File: config.mk
export PLATFORM = sky130hd
export DESIGN_NAME = mei_irq
export DESIGN_NICKNAME = d
export VERILOG_FILES = /design/src/logic/mei_pkg.sv /design/src/logic/mei_irq.sv /design/src/logic/mei_edge.sv
export SDC_FILE = /design/constraint.sdc
export NUM_CORES = 1
export LEC_CHECK = 0
export ABC_AREA = 1
export BUFFER_PORTS_ARGS = -buffer_cell sky130_fd_sc_hd__buf_2
export CAP_MARGIN = 30
export CORE_MARGIN = 2
export CORE_UTILIZATION = 25
export CTS_CLUSTER_SIZE = 10
export DETAILED_ROUTE_END_ITERATION = 6
export GPL_TIMING_DRIVEN = 0
export SYNTH_ARGS = -nofsm -noshare
export SYNTH_HDL_FRONTEND = slang
export SYNTH_SLANG_ARGS = --single-unit
export TNS_END_PERCENT = 10
File: constraint.sdc
create_clock -name ref_clk_i -period 2.6 [get_ports ref_clk_i]
set_input_delay 0.39 -clock ref_clk_i [delete_from_list [all_inputs] [get_ports ref_clk_i]]
set_output_delay 0.39 -clock ref_clk_i [all_outputs]
set_load 0.01 [all_outputs]
File: src/logic/mei_pkg.sv
// Package for the metering event interrupt mask block.
// Assumes a single 40 MHz clock and an Avalon-MM register slave.
package mei_pkg;
  // Register word offsets (byte address = index * 4)
  localparam logic [15:0] OFS_ENABLE_0 = 16'he50a;
  localparam logic [15:0] OFS_STATUS_0 = 16'he510;
  localparam logic [15:0] OFS_MEAS_MODE = 16'he511;
  localparam logic [15:0] OFS_FREQ_MODE = 16'he512;
  localparam logic [15:0] OFS_HALF_CYC = 16'he513;
  // Event bit positions
  localparam int BIT_TOT_ACT = 0;
  localparam int BIT_FUND_ACT = 1;
  localparam int BIT_TOT_REA = 2;
  localparam int BIT_FUND_REA = 3;
  localparam int BIT_APP = 4;
  localparam int BIT_LINE = 5;
  localparam int BIT_ACT_A = 6;
  localparam int BIT_PSUM1 = 9;
  localparam int BIT_REA_A = 10;
  localparam int BIT_PSUM2 = 13;
  localparam int BIT_FREQ_OUT1 = 14;
  localparam int BIT_DSP_DONE = 17;
  localparam int BIT_PSUM3 = 18;
  localparam int NUM_EVT = 19;
  localparam int ACC_HALF_BIT = 30;
  // Mode register field positions
  localparam int MM_ACT_SEL = 0;
  localparam int MM_REA_SEL = 1;
  localparam int CFM_SEL1_LO = 0;
  localparam int CFM_DIS1 = 9;
  // Reset values
  localparam logic [18:0] ENABLE_RST = 19'h00000;
  localparam logic [11:0] FREQ_MODE_RST = 12'h000;
  localparam logic [1:0] MEAS_MODE_RST = 2'h0;
  localparam logic [15:0] HALF_CYC_RST = 16'h0000;
  // Timing
  localparam int CLK_HZ = 40000000;
  localparam int DSP_RATE_HZ = 8000;
  localparam int DSP_DIV = CLK_HZ / DSP_RATE_HZ;
endpackage

File: src/logic/mei_irq.sv
// Metering event interrupt enable mask with sticky status and irq.
// Assumes datapath levels synchronous to ref_clk_i, Avalon-MM slave.
//
// Function
// - Mask bit 0 enables an interrupt when bit 30 of any total active energy accumulator toggles.
// - Mask bit 1 does the same for the fundamental active energy accumulators.
// - Mask bit 2 does the same for the total reactive energy accumulators.
// - Mask bit 3 does the same for the fundamental reactive energy accumulators.
// - Mask bit 4 does the same for the apparent energy accumulators.
// - Mask bit 5 enables an interrupt at the end of a line-cycle accumulation run.
// - Mask bits 6..8 enable sign change interrupts on phase active power, source by mode bit 0.
// - Mask bits 10..12 enable sign change interrupts on phase reactive power, source by mode bit 1.
// - Mask bits 9, 13, 18 enable sign change interrupts on the three output power sums.
// - Mask bits 14..16 enable interrupts on falling edges of the three frequency outputs.
// - Frequency output interrupts fire even when that output pin is disabled.
// - Each frequency output's sum sign takes its power quantity from a 3-bit select field; the pin follows freq_out_pulse_i.
// - Mask bit 17 enables an interrupt when each 8 kHz DSP pass finishes.
// - Mask bits 31..19 are reserved, reset to zero and do nothing.
//
// Design decision made here: the Avalon-MM slave port.
`timescale 1ns/10ps
module mei_irq (
  input wire logic ref_clk_i,
  input wire logic rst_n_i,
  input wire logic [13:0] avs_address,
  input wire logic avs_read,
  input wire logic avs_write,
  input wire logic [31:0] avs_writedata,
  input wire logic [3:0] avs_byteenable,
  output logic [31:0] avs_readdata,
  output logic avs_waitrequest,
  output logic [1:0] avs_response,
  input wire logic [2:0] tot_act_hi_i,
  input wire logic [2:0] fund_act_hi_i,
  input wire logic [2:0] tot_rea_hi_i,
  input wire logic [2:0] fund_rea_hi_i,
  input wire logic [2:0] app_hi_i,
  input wire logic line_accum_mode_i,
  input wire logic line_accum_end_i,
  input wire logic [2:0] tot_act_neg_i,
  input wire logic [2:0] fund_act_neg_i,
  input wire logic [2:0] tot_rea_neg_i,
  input wire logic [2:0] fund_rea_neg_i,
  input wire logic [7:0] power_neg_i,
  input wire logic [2:0] freq_out_pulse_i,
  output logic [2:0] freq_out_o,
  output logic irq_n_o
);
  logic [18:0] event_irq_enable_0;
  logic [18:0] status;
  logic [1:0] measurement_mode_reg;
  logic [11:0] freq_out_mode_reg;
  logic [15:0] half_cycle_count_reg;
  logic [31:0] dsp_cnt;
  logic [31:0] next_dsp_cnt;
  logic dsp_done;
  logic [2:0] cf_run;
  logic [2:0] cf_sign;
  logic [14:0] edge_lvl;
  logic [14:0] edge_pulse;
  logic [18:0] evt;
  logic [18:0] next_status;
  logic pending;
  logic acc_done;
  logic [31:0] rd_mux;
  logic [31:0] be_mask;

  // Bus decode; one wait state so every access answers on the second edge
  wire logic req = (avs_read | avs_write) & avs_waitrequest & ~acc_done;
  wire logic sel_en = (avs_address == mei_pkg::OFS_ENABLE_0[13:0]);
  wire logic sel_st = (avs_address == mei_pkg::OFS_STATUS_0[13:0]);
  wire logic sel_mm = (avs_address == mei_pkg::OFS_MEAS_MODE[13:0]);
  wire logic sel_cf = (avs_address == mei_pkg::OFS_FREQ_MODE[13:0]);
  wire logic sel_lc = (avs_address == mei_pkg::OFS_HALF_CYC[13:0]);
  wire logic hit = sel_en | sel_st | sel_mm | sel_cf | sel_lc;
  wire logic wr_go = avs_write & acc_done;
  wire logic [31:0] wdat = avs_writedata & be_mask;

  genvar b;
  generate
    for (b = 0; b < 4; b++) begin : g_be
      assign be_mask[8*b +: 8] = {8{avs_byteenable[b]}};
    end
  endgenerate

  // Sign sources chosen by measurement mode
  wire logic [2:0] act_neg = measurement_mode_reg[mei_pkg::MM_ACT_SEL] ?
                             fund_act_neg_i : tot_act_neg_i;
  wire logic [2:0] rea_neg = measurement_mode_reg[mei_pkg::MM_REA_SEL] ?
                             fund_rea_neg_i : tot_rea_neg_i;

  // Per-output power select and sum sign; each pulse pin follows its own freq_out_pulse_i line
  genvar c;
  generate
    for (c = 0; c < 3; c++) begin : g_cf
      wire logic [2:0] psel = freq_out_mode_reg[mei_pkg::CFM_SEL1_LO + 3*c +: 3];
      assign cf_sign[c] = power_neg_i[psel];
      assign cf_run[c] = freq_out_pulse_i[c];
    end
  endgenerate

  // Levels whose changes become events: phase signs, sum signs, pulse lines (falls only)
  assign edge_lvl = {cf_run, cf_sign, rea_neg, act_neg, 3'h0};

  mei_edge u_edge (
    .ref_clk_i(ref_clk_i),
    .rst_n_i(rst_n_i),
    .lvl_i(edge_lvl),
    .fall_only_i({3'h7, 12'h000}),
    .pulse_o(edge_pulse)
  );

  // Accumulator bit-30 toggle per group: any of the three phases
  logic [14:0] acc_prev;
  wire logic [14:0] acc_now = {app_hi_i, fund_rea_hi_i, tot_rea_hi_i, fund_act_hi_i, tot_act_hi_i};
  wire logic [14:0] acc_tgl = acc_now ^ acc_prev;

  always_comb begin
    evt = 19'h00000;
    evt[mei_pkg::BIT_TOT_ACT] = |acc_tgl[2:0];
    evt[mei_pkg::BIT_FUND_ACT] = |acc_tgl[5:3];
    evt[mei_pkg::BIT_TOT_REA] = |acc_tgl[8:6];
    evt[mei_pkg::BIT_FUND_REA] = |acc_tgl[11:9];
    evt[mei_pkg::BIT_APP] = |acc_tgl[14:12];
    evt[mei_pkg::BIT_LINE] = line_accum_mode_i & line_accum_end_i;
    evt[mei_pkg::BIT_ACT_A +: 3] = edge_pulse[5:3];
    evt[mei_pkg::BIT_REA_A +: 3] = edge_pulse[8:6];
    evt[mei_pkg::BIT_PSUM1] = edge_pulse[9];
    evt[mei_pkg::BIT_PSUM2] = edge_pulse[10];
    evt[mei_pkg::BIT_PSUM3] = edge_pulse[11];
    // Disable bits gate only the pin, never the event
    evt[mei_pkg::BIT_FREQ_OUT1 +: 3] = edge_pulse[14:12];
    evt[mei_pkg::BIT_DSP_DONE] = dsp_done;
  end

  // Set wins over a same-cycle write-one clear
  always_comb begin
    next_status = status;
    if (wr_go && sel_st) begin
      next_status = status & ~wdat[18:0];
    end
    next_status = next_status | evt;
  end

  assign pending = |(status & event_irq_enable_0);
  assign next_dsp_cnt = (dsp_cnt == 32'(mei_pkg::DSP_DIV - 1)) ? 32'h0 : dsp_cnt + 32'h1;

  always_comb begin
    rd_mux = 32'h0;
    case (1'b1)
      sel_en: rd_mux = {13'h0, event_irq_enable_0};
      sel_st: rd_mux = {13'h0, status};
      sel_mm: rd_mux = {30'h0, measurement_mode_reg};
      sel_cf: rd_mux = {20'h0, freq_out_mode_reg};
      sel_lc: rd_mux = {16'h0, half_cycle_count_reg};
      default: rd_mux = 32'h0;
    endcase
  end

  always_ff @(posedge ref_clk_i) begin
    if (!rst_n_i) begin
      dsp_cnt <= 32'h0;
      dsp_done <= 1'b0;
      acc_prev <= 15'h0;
    end else begin
      dsp_cnt <= next_dsp_cnt;
      dsp_done <= (dsp_cnt == 32'(mei_pkg::DSP_DIV - 1));
      acc_prev <= acc_now;
    end
  end

  always_ff @(posedge ref_clk_i) begin
    if (!rst_n_i) begin
      acc_done <= 1'b0;
      avs_readdata <= 32'h0;
      avs_response <= 2'h0;
    end else begin
      acc_done <= req;
      if (req) begin
        avs_readdata <= avs_read ? rd_mux : 32'h0;
        avs_response <= hit ? 2'h0 : 2'h3;
      end
    end
  end

  // Waitrequest high except on the answer cycle
  always_ff @(posedge ref_clk_i) begin
    if (!rst_n_i) begin
      avs_waitrequest <= 1'b1;
    end else begin
      avs_waitrequest <= ~req;
    end
  end

  always_ff @(posedge ref_clk_i) begin
    if (!rst_n_i) begin
      event_irq_enable_0 <= mei_pkg::ENABLE_RST;
      measurement_mode_reg <= mei_pkg::MEAS_MODE_RST;
      freq_out_mode_reg <= mei_pkg::FREQ_MODE_RST;
      half_cycle_count_reg <= mei_pkg::HALF_CYC_RST;
      status <= 19'h0;
      irq_n_o <= 1'b1;
      freq_out_o <= 3'h7;
    end else begin
      if (wr_go && sel_en) begin
        event_irq_enable_0 <= (event_irq_enable_0 & ~be_mask[18:0]) | wdat[18:0];
      end
      if (wr_go && sel_mm) begin
        measurement_mode_reg <= wdat[1:0];
      end
      if (wr_go && sel_cf) begin
        freq_out_mode_reg <= (freq_out_mode_reg & ~be_mask[11:0]) | wdat[11:0];
      end
      if (wr_go && sel_lc) begin
        half_cycle_count_reg <= (half_cycle_count_reg & ~be_mask[15:0]) | wdat[15:0];
      end
      status <= next_status;
      irq_n_o <= ~pending;
      // Disabled pin rests high; its interrupt still fires
      freq_out_o <= cf_run | freq_out_mode_reg[mei_pkg::CFM_DIS1 +: 3];
    end
  end
endmodule // mei_irq

File: src/logic/mei_edge.sv
// Per-source edge/sign-change detector bank.
// Assumes sources synchronous to ref_clk_i; one-cycle pulses out.
`timescale 1ns/10ps
module mei_edge (
  input wire logic ref_clk_i,
  input wire logic rst_n_i,
  input wire logic [14:0] lvl_i,
  input wire logic [14:0] fall_only_i,
  output logic [14:0] pulse_o
);
  logic [14:0] prev;
  logic [14:0] seen;
  genvar g;
  generate
    for (g = 0; g < 15; g++) begin : g_det
      // First sample after reset only primes history
      assign pulse_o[g] = seen[g] & (fall_only_i[g] ? (prev[g] & ~lvl_i[g])
                                                    : (prev[g] ^ lvl_i[g]));
      always_ff @(posedge ref_clk_i) begin
        if (!rst_n_i) begin
          prev[g] <= 1'b0;
          seen[g] <= 1'b0;
        end else begin
          prev[g] <= lvl_i[g];
          seen[g] <= 1'b1;
        end
      end
    end
  endgenerate
endmodule // mei_edge

==> metrics <==
status=finished, final reports clean; DRT iter0 DRCs=726; Ant. Diodes=0; H-tree Lvls=4; min cycle time layout=1.93 ns; Placer Congestion=0.930; first-pass GRT wire length=37.1 mm; Mean Syn Cell Area=6.66 um^2; # DRC=0; CP Data Arrival Time=2.25 ns; CTS Sinks=155; DRT Pass-1 Iters=5; crit path max fanout=5; fin util=30.5%; cell family with most CP delay=simple AND/OR/NAND/NOR gates; grt ovf=0; Post-Synth Adder-Cell Area=0.158%; warning count from the yosys run=0; CTS max path bufs=2; worst-skew pair later-pin latency=0.43 ns; post-synthesis cell type count=41; initial antenna violation count=0; Yosys reg bits=155; share of layout cells above drive strength 1=15.2%; cell area after synthesis=7910 um^2; Tcrit/Tclk final=74.1%; combinational family with the most area after synthesis=simple AND/OR/NAND/NOR gates; Die X-Extent=182 um; Die H=182 um; synth top area cells=dfxtp_1 39%, nand2_1 17%, inv_1 8.3%; pin count of the biggest net entering global routing=17; vias after detailed routing=7619; Placement Rows=65; Relative slew margins=48.4%; vias in the first global route=6919; Fin. Hold Viols=0; antenna-violating nets left=0; Worst setup SP type=flip-flop; Worst path max stage delay=0.40 ns; Leak=0.00452 uW; Total Routing Usage GR=14.5%; Starting Density=25.3%; fmax=519 MHz; pwr/cell area=562 nW/um^2; Setup Skew=0.0115 ns; compound-cell area share of the yosys netlist=5.73%; Cells after Synth=1187; Synth Area in XOR/XNOR=3.54%; CP Capture Type=flip-flop; Top Ports=133; Die ar.=33100 um^2; sequential element share of the synthesized area=39.2%; Yosys top cell area share=39.2%; slowest cell on the critical path=dfxtp_1; wirelength, routed=23.9 mm; TritonCTS clock tree=done; post-CTS setup buffers=0; register area=3100 um^2; area of the multi-input gates=3850 um^2; EDFF count, synth=0; clock root cell=clkbuf_16; worst path cell trace=ha_1 > nand2_1 > nor2_1 > nand2_1 > nor2_1 > nand3_1 > xor2_1 > nand2_1 > inv_1; simple logic cell fraction of the synthesized area=37.8%; Worst Path Class, Setup=flip-flop to flip-flop; worst hold path class=primary input to flip-flop; setup TNS=0 ns; # port buffers=103; CP bufs+invs=1; Setup violations, final=0; Crit path top cell by count=nand2_1; Tightest Pin Transition=0.774 ns; Main synth FF type=dfxtp_1; core area=31300 um^2; ys async rst share=0%; VDD IR max=0.412 mV; unrepaired setup endpoints after global routing=false; Fillers=3458; hold_buf cts=0; CTS resizes=0; max-slew violations=0; post-DR vias/cell=4.39; mux cell area share after synthesis=0.759%; CTS clk-pin slew, worst paths=0.07 ns; Max Cap Violations=0; routed length per instance=13.8 um; CTS Buf Count=17; Worst EP required=2.92 ns; # nets final=1416; leading area contributor after synthesis=dfxtp_1; Area growth syn-to-layout=20.9%; Detailed Place HPWL=19.0 mm
layout make-up:
cell class | instances | area share [%]
Timing Repair Buffer | 103 | 5.39
Buffer | 55 | 3.47
Clock buffer | 18 | 4.59
Inverter | 178 | 7.03
Multi-Input combinational cell | 811 | 40.2
Clock inverter | 14 | 1.57
Tap cell | 402 | 5.26
Sequential cell | 155 | 32.5
cells by family after synthesis:
logic type / count (synthesis)
other: 1
buffers and inverters: 233
muxes: 6
DFF: 155
xor gates and xnor gates: 32
and+or+nand+nor: 674
adders and majority gates: 1
AOI/OAI and AO/OA: 85
layer usage:
metal	wire, um	GRT usage [%]
met4	391	3.52
met1	10500	18.7
met2	11300	24.9
met3	1740	2.79
met5	0	0
cell usage after synthesis (all sizes together), types with 2 or more instances:
master,n
nand2,362
inv,176
dfxtp,155
nor2,117
nand3,112
a21oi,41
buf,38
o21ai,36
nand4,33
xor2,32
nor3,25
or2,21
clkbuf,17
mux2i,6
a221oi,3
a22o,3
nand3b,3
clkinv,2
metrics by stage:
step | total power, uW | setup slack, ns | instance area (um^2) | hold slack [ns] | cells
after CTS | 5420 | 0.663 | 9560 | 0.0665 | 1736
after global routing | 5590 | 0.482 | 9560 | 0.0677 | 1736
after floorplan | 2740 | 1.05 | 7950 | 0.405 | 1199
after detailed placement | 2930 | 0.451 | 8970 | 0.416 | 1704
final | 5380 | 0.673 | 9560 | 0.0836 | 1736
after global placement | 2920 | 0.444 | 8970 | 0.415 | 1704
placed cells by master, fill, tap and decap left out, types with 2 or more instances in the layout:
cell type  instances
clkbuf_1          17
nor3_2             3
buf_4             17
nand2_1          360
nor2_4             2
a21oi_1           41
buf_6              6
a221oi_1           3
buf_1              2
inv_1            174
or2_2              6
xor2_1            32
nand3_4            3
conb_1            13
inv_6              4
dfxtp_1          155
nand3_2            3
nand4_1           33
clkinv_2           2
nor2_1           106
buf_2            116
clkinv_4           4
o21ai_0           34
a22o_1             3
nand3b_1           3
o21ai_1            2
mux2i_1            6
inv_8              4
or2_0             14
nand3_1          106
nor2_2             8
nor3_1            21
clkbuf_16         17
power breakdown:
group / leakage (uW) / internal, uW / switching, uW
Sequential: 0.00126 / 2430 / 34.8
Clock: 0.000294 / 1390 / 1120
Combinational: 0.00296 / 144 / 266
path summary, 6_finish.rpt:
check / startpoint / end / slack [ns] / depth (start not counted)
max: dsp_cnt[0] / dsp_cnt[18] / 0.67 / 9
min: rst_n_i / u_edge.seen[9] / 0.08 / 1
max reg2reg: dsp_cnt[0] / dsp_cnt[18] / 0.67 / 9
min reg2reg: dsp_done / status[17] / 0.43 / 2
(Power assumes the default switching activity.)
